--- src/core/cad_pkg.sv ---
// Constants, types and carriers shared by the address, carry and I/O decode core.
package cad_pkg;
  localparam int WORD_W = 16;
  localparam int MEMW_W = 17;
  localparam int ADDR_W = 13;
  localparam int PC_W   = 15;
  localparam int UNIT_W = 6;
  localparam int AXI_AW = 5;

  localparam logic [3:0] OP_AUG = 4'h0;
  localparam logic [3:0] OP_LDA = 4'h1;
  localparam logic [3:0] OP_LDB = 4'h2;
  localparam logic [3:0] OP_STA = 4'h3;
  localparam logic [3:0] OP_STB = 4'h4;
  localparam logic [3:0] OP_ADD = 4'h5;
  localparam logic [3:0] OP_SUB = 4'h6;
  localparam logic [3:0] OP_BRU = 4'h7;
  localparam logic [3:0] OP_IO2 = 4'hb;
  localparam logic [3:0] OP_IO1 = 4'hf;
  localparam logic [5:0] AUG_CSB = 6'h01;

  localparam int POS_X  = 11;
  localparam int POS_R  = 11;
  localparam int POS_I  = 10;
  localparam int POS_M  = 9;
  localparam int POS_W  = 4;
  localparam int AUG_HI = 6;
  localparam int AUG_LO = 4;

  localparam logic [1:0] K2_CMD  = 2'h0;
  localparam logic [1:0] K2_TEST = 2'h1;
  localparam logic [1:0] K2_MOUT = 2'h2;
  localparam logic [1:0] K2_MIN  = 2'h3;

  localparam logic [3:0] SETTLE_CYC = 4'h2;

  localparam logic [AXI_AW-1:0] RA_CTRL  = 5'h00;
  localparam logic [AXI_AW-1:0] RA_STAT  = 5'h04;
  localparam logic [AXI_AW-1:0] RA_PC    = 5'h08;
  localparam logic [AXI_AW-1:0] RA_ACCA  = 5'h0c;
  localparam logic [AXI_AW-1:0] RA_ACCB  = 5'h10;
  localparam logic [AXI_AW-1:0] RA_IDX   = 5'h14;
  localparam logic [AXI_AW-1:0] RA_INSTR = 5'h18;
  localparam int CTRL_RUN  = 0;
  localparam int CTRL_XSEL = 1;
  localparam logic [1:0] CTRL_RST = 2'h0;
  localparam logic [PC_W-1:0] PC_RST = 15'h0000;
  localparam logic [1:0] RESP_OKAY   = 2'h0;
  localparam logic [1:0] RESP_SLVERR = 2'h2;

  typedef enum logic [9:0] {
    S_IDLE   = 10'h001,
    S_FETCH  = 10'h002,
    S_DECODE = 10'h004,
    S_WORD2  = 10'h008,
    S_OPRD   = 10'h010,
    S_EXEC   = 10'h020,
    S_STORE  = 10'h040,
    S_IOTEST = 10'h080,
    S_IOXFER = 10'h100,
    S_DONE   = 10'h200
  } cad_state_t;

  typedef enum logic [2:0] {
    IOK_NONE = 3'h0,
    IOK_CMD  = 3'h1,
    IOK_TEST = 3'h2,
    IOK_MOUT = 3'h3,
    IOK_MIN  = 3'h4,
    IOK_AOUT = 3'h5,
    IOK_AIN  = 3'h6
  } cad_iok_t;

  typedef struct packed {
    logic              req;
    logic              we;
    logic [1:0]        module_sel;
    logic [ADDR_W-1:0] addr;
    logic [MEMW_W-1:0] wdata;
  } cad_mem_t;

  typedef struct packed {
    logic              connect;
    logic              xfer;
    cad_iok_t          kind;
    logic [UNIT_W-1:0] unit;
    logic [WORD_W-1:0] dout;
  } cad_io_t;
endpackage

--- src/core/cad_core.sv ---
// Processor slice: carry latch, fetch, address formation, store parity and I/O instruction sequencing.
//
// Implementation choices: the AXI4-Lite interface to the registers and the placing of the registers.
`timescale 1ns/1ps
module cad_core (
  input  wire logic                          aclk,
  input  wire logic                          aresetn,
  input  wire logic [cad_pkg::AXI_AW-1:0]    s_axi_awaddr,
  input  wire logic                          s_axi_awvalid,
  output wire logic                          s_axi_awready,
  input  wire logic [31:0]                   s_axi_wdata,
  input  wire logic [3:0]                    s_axi_wstrb,
  input  wire logic                          s_axi_wvalid,
  output wire logic                          s_axi_wready,
  output wire logic [1:0]                    s_axi_bresp,
  output wire logic                          s_axi_bvalid,
  input  wire logic                          s_axi_bready,
  input  wire logic [cad_pkg::AXI_AW-1:0]    s_axi_araddr,
  input  wire logic                          s_axi_arvalid,
  output wire logic                          s_axi_arready,
  output wire logic [31:0]                   s_axi_rdata,
  output wire logic [1:0]                    s_axi_rresp,
  output wire logic                          s_axi_rvalid,
  input  wire logic                          s_axi_rready,
  output wire cad_pkg::cad_mem_t             mem_o,
  input  wire logic                          mem_ack,
  input  wire logic [cad_pkg::MEMW_W-1:0]    mem_rdata,
  output wire cad_pkg::cad_io_t              io_o,
  input  wire logic                          io_ready,
  input  wire logic                          io_test_return,
  input  wire logic [cad_pkg::WORD_W-1:0]    io_din
);
  import cad_pkg::*;

  cad_state_t        state_reg;
  logic [PC_W-1:0]   pc_reg;
  logic [PC_W-1:0]   ea_reg;
  logic [WORD_W-1:0] ir_reg;
  logic [WORD_W-1:0] t_reg;
  logic [WORD_W-1:0] a_reg;
  logic [WORD_W-1:0] b_reg;
  logic [WORD_W-1:0] x_reg;
  logic              carry_reg;
  logic [1:0]        step_reg;
  logic [3:0]        settle_reg;
  logic [1:0]        ctrl_reg;
  cad_mem_t          mem_reg;
  cad_io_t           io_reg;
  logic [17:0]       sy1_reg;
  logic [17:0]       sy2_reg;

  ////////////////////////////////////////////////////////////////////////////
  // Register bus slave.
  logic              awready_reg;
  logic              wready_reg;
  logic              bvalid_reg;
  logic [1:0]        bresp_reg;
  logic              arready_reg;
  logic              rvalid_reg;
  logic [1:0]        rresp_reg;
  logic [31:0]       rdata_reg;
  logic              aw_hold_reg;
  logic              w_hold_reg;
  logic [AXI_AW-1:0] waddr_reg;
  logic [31:0]       wdata_reg;
  logic [3:0]        wstrb_reg;

  function automatic logic [15:0] wmerge(input logic [15:0] old, input logic [31:0] d, input logic [3:0] s);
    wmerge = {s[1] ? d[15:8] : old[15:8], s[0] ? d[7:0] : old[7:0]};
  endfunction

  wire aw_take = s_axi_awvalid && awready_reg;
  wire w_take  = s_axi_wvalid && wready_reg;
  wire wr_do   = aw_hold_reg && w_hold_reg && !bvalid_reg;
  wire aw_hold_next = (aw_hold_reg || aw_take) && !wr_do;
  wire w_hold_next  = (w_hold_reg || w_take) && !wr_do;
  wire wr_hit = waddr_reg inside {RA_CTRL, RA_PC, RA_ACCA, RA_ACCB, RA_IDX, RA_STAT, RA_INSTR};
  wire ar_take = s_axi_arvalid && arready_reg;
  wire rvalid_next = (rvalid_reg && !s_axi_rready) || ar_take;
  wire running = state_reg != S_IDLE;
  // Datapath registers only accept software writes while the core is stopped.
  wire sw_ok = wr_do && !running;
  wire [15:0] pc_wr = wmerge({1'b0, pc_reg}, wdata_reg, wstrb_reg);
  wire ar_hit = s_axi_araddr inside {RA_CTRL, RA_STAT, RA_PC, RA_ACCA, RA_ACCB, RA_IDX, RA_INSTR};
  wire [31:0] rd_word =
    (s_axi_araddr == RA_CTRL)  ? {30'h0, ctrl_reg} :
    (s_axi_araddr == RA_STAT)  ? {29'h0, carry_reg, io_reg.connect, running} :
    (s_axi_araddr == RA_PC)    ? {17'h0, pc_reg} :
    (s_axi_araddr == RA_ACCA)  ? {16'h0, a_reg} :
    (s_axi_araddr == RA_ACCB)  ? {16'h0, b_reg} :
    (s_axi_araddr == RA_IDX)   ? {16'h0, x_reg} :
    (s_axi_araddr == RA_INSTR) ? {16'h0, ir_reg} : 32'h0;

  always_ff @(posedge aclk)
  begin
    if (!aresetn)
    begin
      awready_reg <= 1'b0;
      wready_reg  <= 1'b0;
      aw_hold_reg <= 1'b0;
      w_hold_reg  <= 1'b0;
      waddr_reg   <= '0;
      wdata_reg   <= 32'h0;
      wstrb_reg   <= 4'h0;
      bvalid_reg  <= 1'b0;
      bresp_reg   <= RESP_OKAY;
      arready_reg <= 1'b0;
      rvalid_reg  <= 1'b0;
      rresp_reg   <= RESP_OKAY;
      rdata_reg   <= 32'h0;
      ctrl_reg    <= CTRL_RST;
    end
    else
    begin
      awready_reg <= !aw_hold_next;
      wready_reg  <= !w_hold_next;
      aw_hold_reg <= aw_hold_next;
      w_hold_reg  <= w_hold_next;
      if (aw_take)
        waddr_reg <= s_axi_awaddr;
      if (w_take)
      begin
        wdata_reg <= s_axi_wdata;
        wstrb_reg <= s_axi_wstrb;
      end
      if (wr_do)
      begin
        bvalid_reg <= 1'b1;
        bresp_reg  <= wr_hit ? RESP_OKAY : RESP_SLVERR;
      end
      else if (s_axi_bready)
        bvalid_reg <= 1'b0;
      if (wr_do && waddr_reg == RA_CTRL && wstrb_reg[0])
        ctrl_reg <= wdata_reg[1:0];
      arready_reg <= !rvalid_next;
      rvalid_reg  <= rvalid_next;
      if (ar_take)
      begin
        rdata_reg <= rd_word;
        rresp_reg <= ar_hit ? RESP_OKAY : RESP_SLVERR;
      end
    end
  end

  assign s_axi_awready = awready_reg;
  assign s_axi_wready  = wready_reg;
  assign s_axi_bvalid  = bvalid_reg;
  assign s_axi_bresp   = bresp_reg;
  assign s_axi_arready = arready_reg;
  assign s_axi_rvalid  = rvalid_reg;
  assign s_axi_rresp   = rresp_reg;
  assign s_axi_rdata   = rdata_reg;

  ////////////////////////////////////////////////////////////////////////////
  // Instruction decode and adder.
  wire [3:0] opc    = ir_reg[15:12];
  wire is_io2       = opc == OP_IO2;
  wire is_io1       = opc == OP_IO1;
  wire is_io        = is_io2 || is_io1;
  wire is_csb       = opc == OP_AUG && ir_reg[5:0] == AUG_CSB;
  wire is_sub       = opc == OP_SUB;
  wire is_add       = opc == OP_ADD;
  wire is_st        = opc == OP_STA || opc == OP_STB;
  wire [1:0] aug    = ir_reg[AUG_HI:AUG_LO+1];
  wire f_ind        = ir_reg[POS_I];
  wire f_map        = ir_reg[POS_M];
  wire f_idx        = ir_reg[POS_X];
  wire f_merge      = ir_reg[POS_R];
  wire [UNIT_W-1:0] unit = {ir_reg[8:7], ir_reg[3:0]};
  cad_iok_t iok;
  assign iok = is_io2 ? (aug == K2_CMD  ? IOK_CMD  :
                         aug == K2_TEST ? IOK_TEST :
                         aug == K2_MOUT ? IOK_MOUT : IOK_MIN) :
               is_io1 ? (aug[1] ? IOK_AIN : IOK_AOUT) : IOK_NONE;
  wire f_wait  = ir_reg[POS_W] && iok != IOK_TEST;
  wire need_rd = f_ind && iok != IOK_MIN;

  wire in_dec = state_reg == S_DECODE;
  wire [15:0] ea_base = {7'h00, ir_reg[8:0]} |
                        (f_map ? {1'b0, pc_reg[14:9], 9'h000} : 16'h0000);
  wire [15:0] idx_src = ctrl_reg[CTRL_XSEL] ? x_reg : b_reg;
  wire [15:0] add_a = in_dec ? ea_base :
                      (is_add || is_sub || opc == OP_STA) ? a_reg :
                      (opc == OP_STB) ? b_reg : 16'h0000;
  wire [15:0] add_b = in_dec ? (f_idx ? idx_src : 16'h0000) :
                      is_sub ? ~t_reg : is_st ? 16'h0000 : t_reg;
  // Subtract sees the inverted latch, so a cleared latch gives the usual plus one.
  wire add_c = !in_dec && (is_sub ? !carry_reg : (is_add && carry_reg));
  wire [15:0] sum = add_a + add_b + {15'h0000, add_c};
  wire parity = ~^sum;

  wire [PC_W-1:0] pc_plus1 = pc_reg + 15'h0001;
  wire [PC_W-1:0] maddr = (state_reg == S_FETCH) ? pc_reg :
                          (state_reg == S_WORD2) ? pc_plus1 : ea_reg;
  wire in_mem = state_reg inside {S_FETCH, S_WORD2, S_OPRD, S_STORE};

  // Device pins are asynchronous to this clock.
  wire rdy_s = sy2_reg[17];
  wire ret_s = sy2_reg[16];
  wire [15:0] din_s = sy2_reg[15:0];
  wire io_go = state_reg == S_IOTEST && settle_reg == 4'h0 && (iok == IOK_TEST || rdy_s);
  wire io_start = (in_dec && is_io1) ||
                  (state_reg == S_WORD2 && mem_ack && !need_rd) ||
                  (state_reg == S_OPRD && mem_ack && is_io);
  wire test_skip = iok == IOK_TEST && ret_s;

  ////////////////////////////////////////////////////////////////////////////
  // Sequencer and datapath.
  always_ff @(posedge aclk)
  begin
    if (!aresetn)
    begin
      state_reg <= S_IDLE;
      pc_reg    <= PC_RST;
      carry_reg <= 1'b0;
      ea_reg    <= '0;
      ir_reg    <= 16'h0000;
      t_reg     <= 16'h0000;
      a_reg     <= 16'h0000;
      b_reg     <= 16'h0000;
      x_reg     <= 16'h0000;
      step_reg  <= 2'h0;
    end
    else
    begin
      unique case (state_reg)
        S_IDLE:
        begin
          if (sw_ok && waddr_reg == RA_PC)
            pc_reg <= pc_wr[14:0];
          if (sw_ok && waddr_reg == RA_ACCA)
            a_reg <= wmerge(a_reg, wdata_reg, wstrb_reg);
          if (sw_ok && waddr_reg == RA_ACCB)
            b_reg <= wmerge(b_reg, wdata_reg, wstrb_reg);
          if (sw_ok && waddr_reg == RA_IDX)
            x_reg <= wmerge(x_reg, wdata_reg, wstrb_reg);
          if (ctrl_reg[CTRL_RUN])
            state_reg <= S_FETCH;
        end
        S_FETCH:
          if (mem_ack)
          begin
            ir_reg    <= mem_rdata[15:0];
            t_reg     <= mem_rdata[15:0];
            state_reg <= S_DECODE;
          end
        S_DECODE:
        begin
          step_reg <= is_io2 ? 2'h2 : (opc == OP_BRU ? 2'h0 : 2'h1);
          if (is_io2)
            state_reg <= S_WORD2;
          else if (is_io1)
            state_reg <= S_IOTEST;
          else if (opc == OP_BRU)
          begin
            pc_reg    <= sum[14:0];
            state_reg <= S_DONE;
          end
          else if (opc inside {OP_LDA, OP_LDB, OP_ADD, OP_SUB})
          begin
            ea_reg    <= sum[14:0];
            state_reg <= S_OPRD;
          end
          else if (is_st)
          begin
            ea_reg    <= sum[14:0];
            state_reg <= S_STORE;
          end
          else
          begin
            if (is_csb)
            begin
              carry_reg  <= b_reg[15];
              b_reg[15]  <= 1'b0;
            end
            state_reg <= S_DONE;
          end
        end
        S_WORD2:
          if (mem_ack)
          begin
            t_reg     <= mem_rdata[15:0];
            ea_reg    <= f_ind ? mem_rdata[14:0] : pc_plus1;
            state_reg <= need_rd ? S_OPRD : S_IOTEST;
          end
        S_OPRD:
          if (mem_ack)
          begin
            t_reg     <= mem_rdata[15:0];
            state_reg <= is_io ? S_IOTEST : S_EXEC;
          end
        S_EXEC:
        begin
          if (opc == OP_LDB)
            b_reg <= sum;
          else
            a_reg <= sum;
          state_reg <= S_DONE;
        end
        S_STORE:
          if (mem_ack)
            state_reg <= S_DONE;
        S_IOTEST:
          // The counter stays put while waiting for the device.
          if (io_go)
            state_reg <= S_IOXFER;
          else if (settle_reg == 4'h0 && !f_wait)
            state_reg <= S_DONE;
        S_IOXFER:
        begin
          if (iok == IOK_AIN)
            a_reg <= f_merge ? (a_reg | din_s) : din_s;
          if (iok == IOK_MIN)
            t_reg <= din_s;
          if (!f_wait && iok != IOK_TEST)
            step_reg <= step_reg + 2'h1;
          state_reg <= (iok == IOK_MIN) ? S_STORE : S_DONE;
        end
        S_DONE:
        begin
          pc_reg <= pc_reg + {13'h0000, step_reg} + {14'h0000, test_skip};
          if (!is_csb)
            carry_reg <= 1'b0;
          state_reg <= ctrl_reg[CTRL_RUN] ? S_FETCH : S_IDLE;
        end
      endcase
    end
  end

  ////////////////////////////////////////////////////////////////////////////
  // Memory port and I/O bus.
  always_ff @(posedge aclk)
  begin
    if (!aresetn)
      mem_reg <= '0;
    else
    begin
      mem_reg.req        <= in_mem && !mem_ack;
      mem_reg.we         <= state_reg == S_STORE;
      mem_reg.addr       <= maddr[ADDR_W-1:0];
      mem_reg.module_sel <= maddr[ADDR_W-1:ADDR_W-2];
      mem_reg.wdata      <= {parity, sum};
    end
  end
  assign mem_o = mem_reg;

  always_ff @(posedge aclk)
  begin
    if (!aresetn)
    begin
      sy1_reg <= 18'h00000;
      sy2_reg <= 18'h00000;
    end
    else
    begin
      sy1_reg <= {io_ready, io_test_return, io_din};
      sy2_reg <= sy1_reg;
    end
  end

  // A fixed settle gives the device answer time to pass the synchroniser.
  always_ff @(posedge aclk)
  begin
    if (!aresetn)
    begin
      io_reg     <= '0;
      settle_reg <= 4'h0;
    end
    else
    begin
      io_reg.xfer <= io_go;
      if (io_go)
        io_reg.dout <= (iok == IOK_AOUT) ? a_reg : t_reg;
      if (io_start)
      begin
        io_reg.connect <= 1'b1;
        io_reg.unit    <= unit;
        io_reg.kind    <= iok;
        settle_reg     <= SETTLE_CYC;
      end
      else if (state_reg == S_DONE)
        io_reg.connect <= 1'b0;
      else if (settle_reg != 4'h0)
        settle_reg <= settle_reg - 4'h1;
    end
  end
  assign io_o = io_reg;
endmodule

--- config.mk ---
export PLATFORM = sky130hd
export DESIGN_NAME = cad_core
export DESIGN_NICKNAME = d
export VERILOG_FILES = /design/src/core/cad_pkg.sv /design/src/core/cad_core.sv
export SDC_FILE = /design/constraint.sdc
export NUM_CORES = 1
export LEC_CHECK = 0
export ABC_CLOCK_PERIOD_IN_PS = 11900
export BUFFER_PORTS_ARGS = -buffer_cell sky130_fd_sc_hd__buf_2
export CAP_MARGIN = 20
export CORE_MARGIN = 5
export CORE_UTILIZATION = 32
export DETAILED_ROUTE_END_ITERATION = 12
export GPL_TIMING_DRIVEN = 1
export SLEW_MARGIN = 0
export SYNTH_ARGS = -nofsm -noshare
export SYNTH_HDL_FRONTEND = slang
export SYNTH_SLANG_ARGS = --single-unit
export TNS_END_PERCENT = 5
--- constraint.sdc ---
create_clock -name aclk -period 11.9 [get_ports aclk]
set_clock_uncertainty 0.15 [all_clocks]
set_input_delay 2.975 -clock aclk [delete_from_list [all_inputs] [get_ports aclk]]
set_output_delay 2.975 -clock aclk [all_outputs]
set_load 0.005 [all_outputs]
# After elaboration in Yosys (flattened, before gate mapping)
# Index checks and enable logic that the tools add are counted.
[word_totals] regBits=290 inputBits=89 output_inout_bits=102 elab_cells=315
[classes] n_addsub=7 eq_ne=68 n_mux=98 bitwise=5 n_reduce_logical=94
[op_table] operator="16-bit 2-to-1 mux" n=24
[op_table] operator="10-bit 2-to-1 mux" n=13
[op_table] operator="13-bit 2-to-1 mux" n=9
[op_table] operator="10-bit one-hot mux with 10 select lines" n=1
[op_table] operator="15-bit 2-to-1 mux" n=5
[op_table] operator="16-bit one-hot mux with 3 select lines" n=1
[op_table] operator="2-bit != test (second input constant)" n=23
[op_table] operator="15-bit one-hot mux with 3 select lines" n=1
[op_table] operator="8-bit 2-to-1 mux" n=4
[op_table] operator="16-bit one-hot mux with 2 select lines" n=1
[op_table] operator="1-bit logical AND" n=31
[op_table] operator="5-bit equality test (second input constant)" n=6
[op_table] operator="15-bit one-hot mux with 2 select lines" n=1
[op_table] operator="13-bit one-hot mux with 2 select lines" n=1
[op_table] operator="6-bit AND reduction" n=4
[op_table] operator="5-bit by 4-bit equality test with 1-bit output (second input constant)" n=4
[op_table] operator="1-bit 2-to-1 mux" n=19
[op_table] operator="2-bit 2-to-1 mux" n=9
[op_table] operator="16-bit by 1-bit adder with 16-bit output" n=1
[op_table] operator="16-bit adder" n=1
[op_table] operator="4-bit by 3-bit equality test with 1-bit output (second input constant)" n=4
[op_table] operator="16-bit NOT" n=1
[op_table] operator="16-bit bitwise OR" n=1
[op_table] operator="2-bit nonzero test" n=8
[op_table] operator="other kinds (52)" n=99

# Longest topological paths before layout
[depth] ltp_word=13 depth_mapped=21 mapped_depth_nobuf=19

# Worst setup path after synthesis
# Ideal clock, no wire load.
[synth_timing] kind="register to register" start="reg state_reg[3]" end="reg mem_reg (netlist bit mem_o[16])" setup_ps=64 t_arrival_ps=4878 t_required_ps=11686 setup_slack_ps=6808 stages_incl_launch_ff=19 path_buffers=4 period_less_slack_ps=5092 cell_sequence="dfxtp_1 -> buf_2 -> nor4_2 -> nand2_1 -> nor4_2 -> clkbuf_1 -> clkbuf_1 -> clkbuf_1 -> o21ai_0 -> fa_1 -> a211oi_4 -> nor2_2 -> xnor3_1 -> xor3_2 -> xor2_2 -> xnor3_1 -> xnor3_1 -> xnor3_1 -> nor2_1"
[synth_between] elab_chain_len=5 elab_cells_between_ends=8 cone_classes="2 x add/sub; 1 x eq/ne; 2 x mux; 3 x reduce/logical"
[synth_lines] element="from (decl)" line="cad_core.sv:35" rtl="cad_state_t state_reg;"
[synth_lines] element="from (signal assigned)" line="cad_core.sv:284" rtl="state_reg <= need_rd ? S_OPRD : S_IOTEST;"
[synth_lines] element="from (signal assigned)" line="cad_core.sv:290" rtl="state_reg <= is_io ? S_IOTEST : S_EXEC;"
[synth_lines] element="from (signal assigned)" line="cad_core.sv:317" rtl="state_reg <= (iok == IOK_MIN) ? S_STORE : S_DONE;"
[synth_lines] element="10-bit by 3-bit equality test with 1-bit output (*)" line="cad_core.sv:178" rtl="wire in_dec = state_reg == S_DECODE;"
[synth_lines] element="16-bit 2-to-1 mux, or another cell as far along" line="cad_core.sv:182" rtl="wire [15:0] add_a = in_dec ? ea_base :"
[synth_lines] element="16-bit adder / 1-bit logical AND (equally long branches)" line="cad_core.sv:189, cad_core.sv:188"
[synth_lines] element="16-bit by 1-bit adder with 16-bit output (*)" line="cad_core.sv:189" rtl="wire [15:0] sum = add_a + add_b + {15'h0000, add_c};"
[synth_lines] element="16-bit XNOR reduction (*)" line="cad_core.sv:190" rtl="wire parity = ~^sum;"
[synth_lines] element="to (decl)" line="cad_core.sv:47" rtl="cad_mem_t mem_reg;"
# Every way passes the cells marked *; elsewhere a longest branch is shown, timed or not.
# A chain may end at the register's enable or synchronous reset.

# Final worst setup path
# Ends and elaborated chain as after synthesis.

==> impl_results.md <==
* Clk root buf: clkbuf_16
* Layout net count at 1906
* Hold_sp: sy1_reg[1]
* CP max stage delay at 0.64 ns
* Critical Path Slowest Stage Cell: nand3b_2
* Startpoint types: flip-flop
* DR vias at 13300
* Fin crit share at 50.5%
* First-pass GRT wire length at 75.4 mm
* Share of cells above drive strength 1 at 15.0%
* Final setup fails at 0
* Worst-path clk slew at 0.06 ns
* Slew @ Worst Pin at 1.19 ns
* Status: completed
* Die width at 219 um
* Fillers at 4500
* Top cells by area, synth: dfxtp_1, nor2_1, mux2i_1, a21oi_1, nand2_1
* CP Class: flip-flop to flip-flop
* Synth Cell Area at 14000 um^2
* Top cells by instance count after synthesis: dfxtp_1, nor2_1, nand2_1
* Initial drt markers at 1213
* Total gr overflow at 0
* IO Port Bufs at 153
* Placed inst area at 15100 um^2
* Leak pwr at 0.00624 uW
* Crit path max fanout at 28
* Cell count after synthesis at 1713
* Final instance area at 16300 um^2
* Top-count cell post-synth: dfxtp_1
* Cell seen most often among critical-path stages: xnor3_1
* Fin. Hold Viols at 0
* Critical Path RT at 12.26 ns
* CTS tree: yes
* Post-Place Worst Slack at 6.01 ns
* TNS Setup at 0 ns
* Synth area leader: dfxtp_1
* Total GRT Usage at 20.2%
* Yosys reg bits at 270
* Critical Path, Cell by Cell: nor4_2, and2_1, nand3b_2, o21ai_0, inv_1, fa_1, inv_1, fa_1, a211oi_4, o21ai_2, a41oi_4, xnor2_2, xnor3_1, xnor3_1, xnor3_1, xnor3_1, nor2_1
* Worst hold margin at 0.280 ns
* Global placement routability congestion at 0.935
* Dominant synthesized flop cell: dfxtp_1
* CTS Sinks at 270
* Layout area overhead at 16.0%
* Post-CTS Setup Inserts at 0
* Antenna viol nets, final at 0
* Core area at 43300 um^2
* Hold Path Depth at 1
* Post-synth cell types at 77
* CP arrival at 6.37 ns
* Number of synthesized flops with an enable pin at 0
* Post-synthesis sequential area ratio at 38.5%
* Die height at 219 um
* Worst setup EP type: flip-flop
* Fin crit period at 6.01 ns
* YS warnings at 0
* Area share of the largest cell type after synthesis at 38.5%
* TritonCTS Buffers at 30
* WHS Endpoint: sy2_reg[1]
* Worst R2R End: mem_o[16]
* DP Wirelength at 36.6 mm
* Max_slew headroom at 20.9%
* Unrepaired setup endpoints after global routing: no
* FF-to-FF path depth at 17
* R2R Setup Slk at 5.89 ns
* Initial Utilization at 32.4%
* DRT Wirelength at 50.8 mm
* Row cnt at 76
* Max cap viols at 0
* Final Max Slew Viols at 0
* Vias in the first global route at 12200
* Largest register FFs at 32
* Largest net degree at the start of global routing at 110
* Clk_lat worst skew at 0.58 ns
* Maximum vdd drop at 0.0000930 V
* H-tree Lvls at 1
* Asr flop ratio synth at 0%
* Avg Cell Area, Syn at 8.19 um^2
* IO Pins at 191
* # DRC at 0
* Routed len/inst at 21.1 um
* Clk buf depth at 3
* Final Worst Setup Slack at 5.89 ns
* Power per cell area at 149 nW/um^2
* # hold bufs at CTS at 0
* Fmax at 166 MHz
* Worst r2r src: state_reg[3]
* Initial antenna violation count at 3
* Via density at 5.53
* Worst hold path class: flip-flop to flip-flop
* TritonRoute pass-1 iters at 8
* Die area at 48200 um^2
* Post-cts sizing count at 0
## report_power, final
part	leakage, uW	internal [uW]	total (uW)	switching (uW)
combinational	0.00352	152	383	231
sequential	0.00219	955	1000	49.5
clock	0.000532	649	1040	394
total	0.00624	1760	2430	674
## kinds of logic after synthesis
kind of cell | after synthesis | synth area share [%]
AO/OA/AOI/OAI | 452 | 20.9
XOR/XNOR | 52 | 4.01
adder cells (fa/ha/maj) | 25 | 2.44
buffers and inverters | 170 | 5.32
flip-flops | 270 | 38.5
multiplexers | 104 | 7.56
other | 1 | 0.0267
AND/OR/NAND/NOR | 639 | 21.2
## worst max-delay path by stage
stage                 to         start  cells after the start  slack (ns)
2_1_floorplan  mem_o[16]  state_reg[3]                     18        6.81
3_3_place_gp   mem_o[16]  state_reg[3]                     17        6.04
5_1_grt        mem_o[16]  state_reg[3]                     17        5.61
6_report       mem_o[16]  state_reg[3]                     17        5.89
3_5_place_dp   mem_o[16]  state_reg[3]                     17        6.01
4_1_cts        mem_o[16]  state_reg[3]                     17        5.96
## layout by cell type (no fill, tap or decap), types with 5 or more instances in the layout
cell type	count
nand4_1	8
a21oi_1	146
nor2b_1	5
and2_1	56
nor3_1	23
nand2_1	168
o21ai_0	90
xnor3_1	5
a21o_1	5
and3_1	11
mux2i_1	88
xnor2_1	29
buf_4	23
nor3b_1	6
nand2b_1	11
a22oi_1	13
nand4b_1	10
a31oi_1	23
nor4_1	5
nand3b_1	5
o211ai_1	10
inv_1	20
conb_1	18
mux2_2	16
a221oi_1	33
clkbuf_16	31
a211oi_1	58
and4b_1	7
dfxtp_1	270
buf_2	154
clkbuf_1	5
nand3_1	52
nor4b_1	5
a311oi_1	16
o22ai_1	21
nor2_1	250
xor2_1	14
ha_1	21
bufinv_16	7
## stage by stage
step / util (%) / std cells / total power (uW)
2_1_floorplan: - / 1730 / 1280
3_3_place_gp: 35.0 / 2342 / 1390
3_5_place_dp: 35.0 / 2342 / 1400
4_1_cts: 37.5 / 2396 / 2450
5_1_grt: 37.6 / 2400 / 2530
6_report: 37.6 / 2402 / 2430
## critical path: cells and delay by family (launching register included)
kind,cells,cell delay [ns]
xor+xnor,5,1.86
simple gates,4,1.54
compound gates,4,1.02
fa+ha+maj,2,0.77
flops,1,0.39
buf+inv,2,0.19
## layout make-up
| type | count | area [um^2] | area share [%] |
|---|---|---|---|
| multi-input combinational | 1290 | 7960 | 48.9 |
| sequential | 270 | 5410 | 33.2 |
| timing repair buffer | 179 | 982 | 6.03 |
| clock buffer | 40 | 850 | 5.22 |
| tap | 585 | 732 | 4.50 |
| clock inverter | 14 | 253 | 1.55 |
| inverter | 21 | 83.8 | 0.515 |
| antenna | 3 | 7.51 | 0.0461 |
## per-layer routing
layer | part of all wire, % | GRT usage (%) | vias up
li1 | - | - | 6232
met1 | 43 | 27.6 | 6383
met2 | 44 | 31.7 | 573
met3 | 8.5 | 4.28 | 107
met4 | 4.1 | 7.35 | 0
met5 | 0 | 0 | -
(Power assumes the default switching activity.)
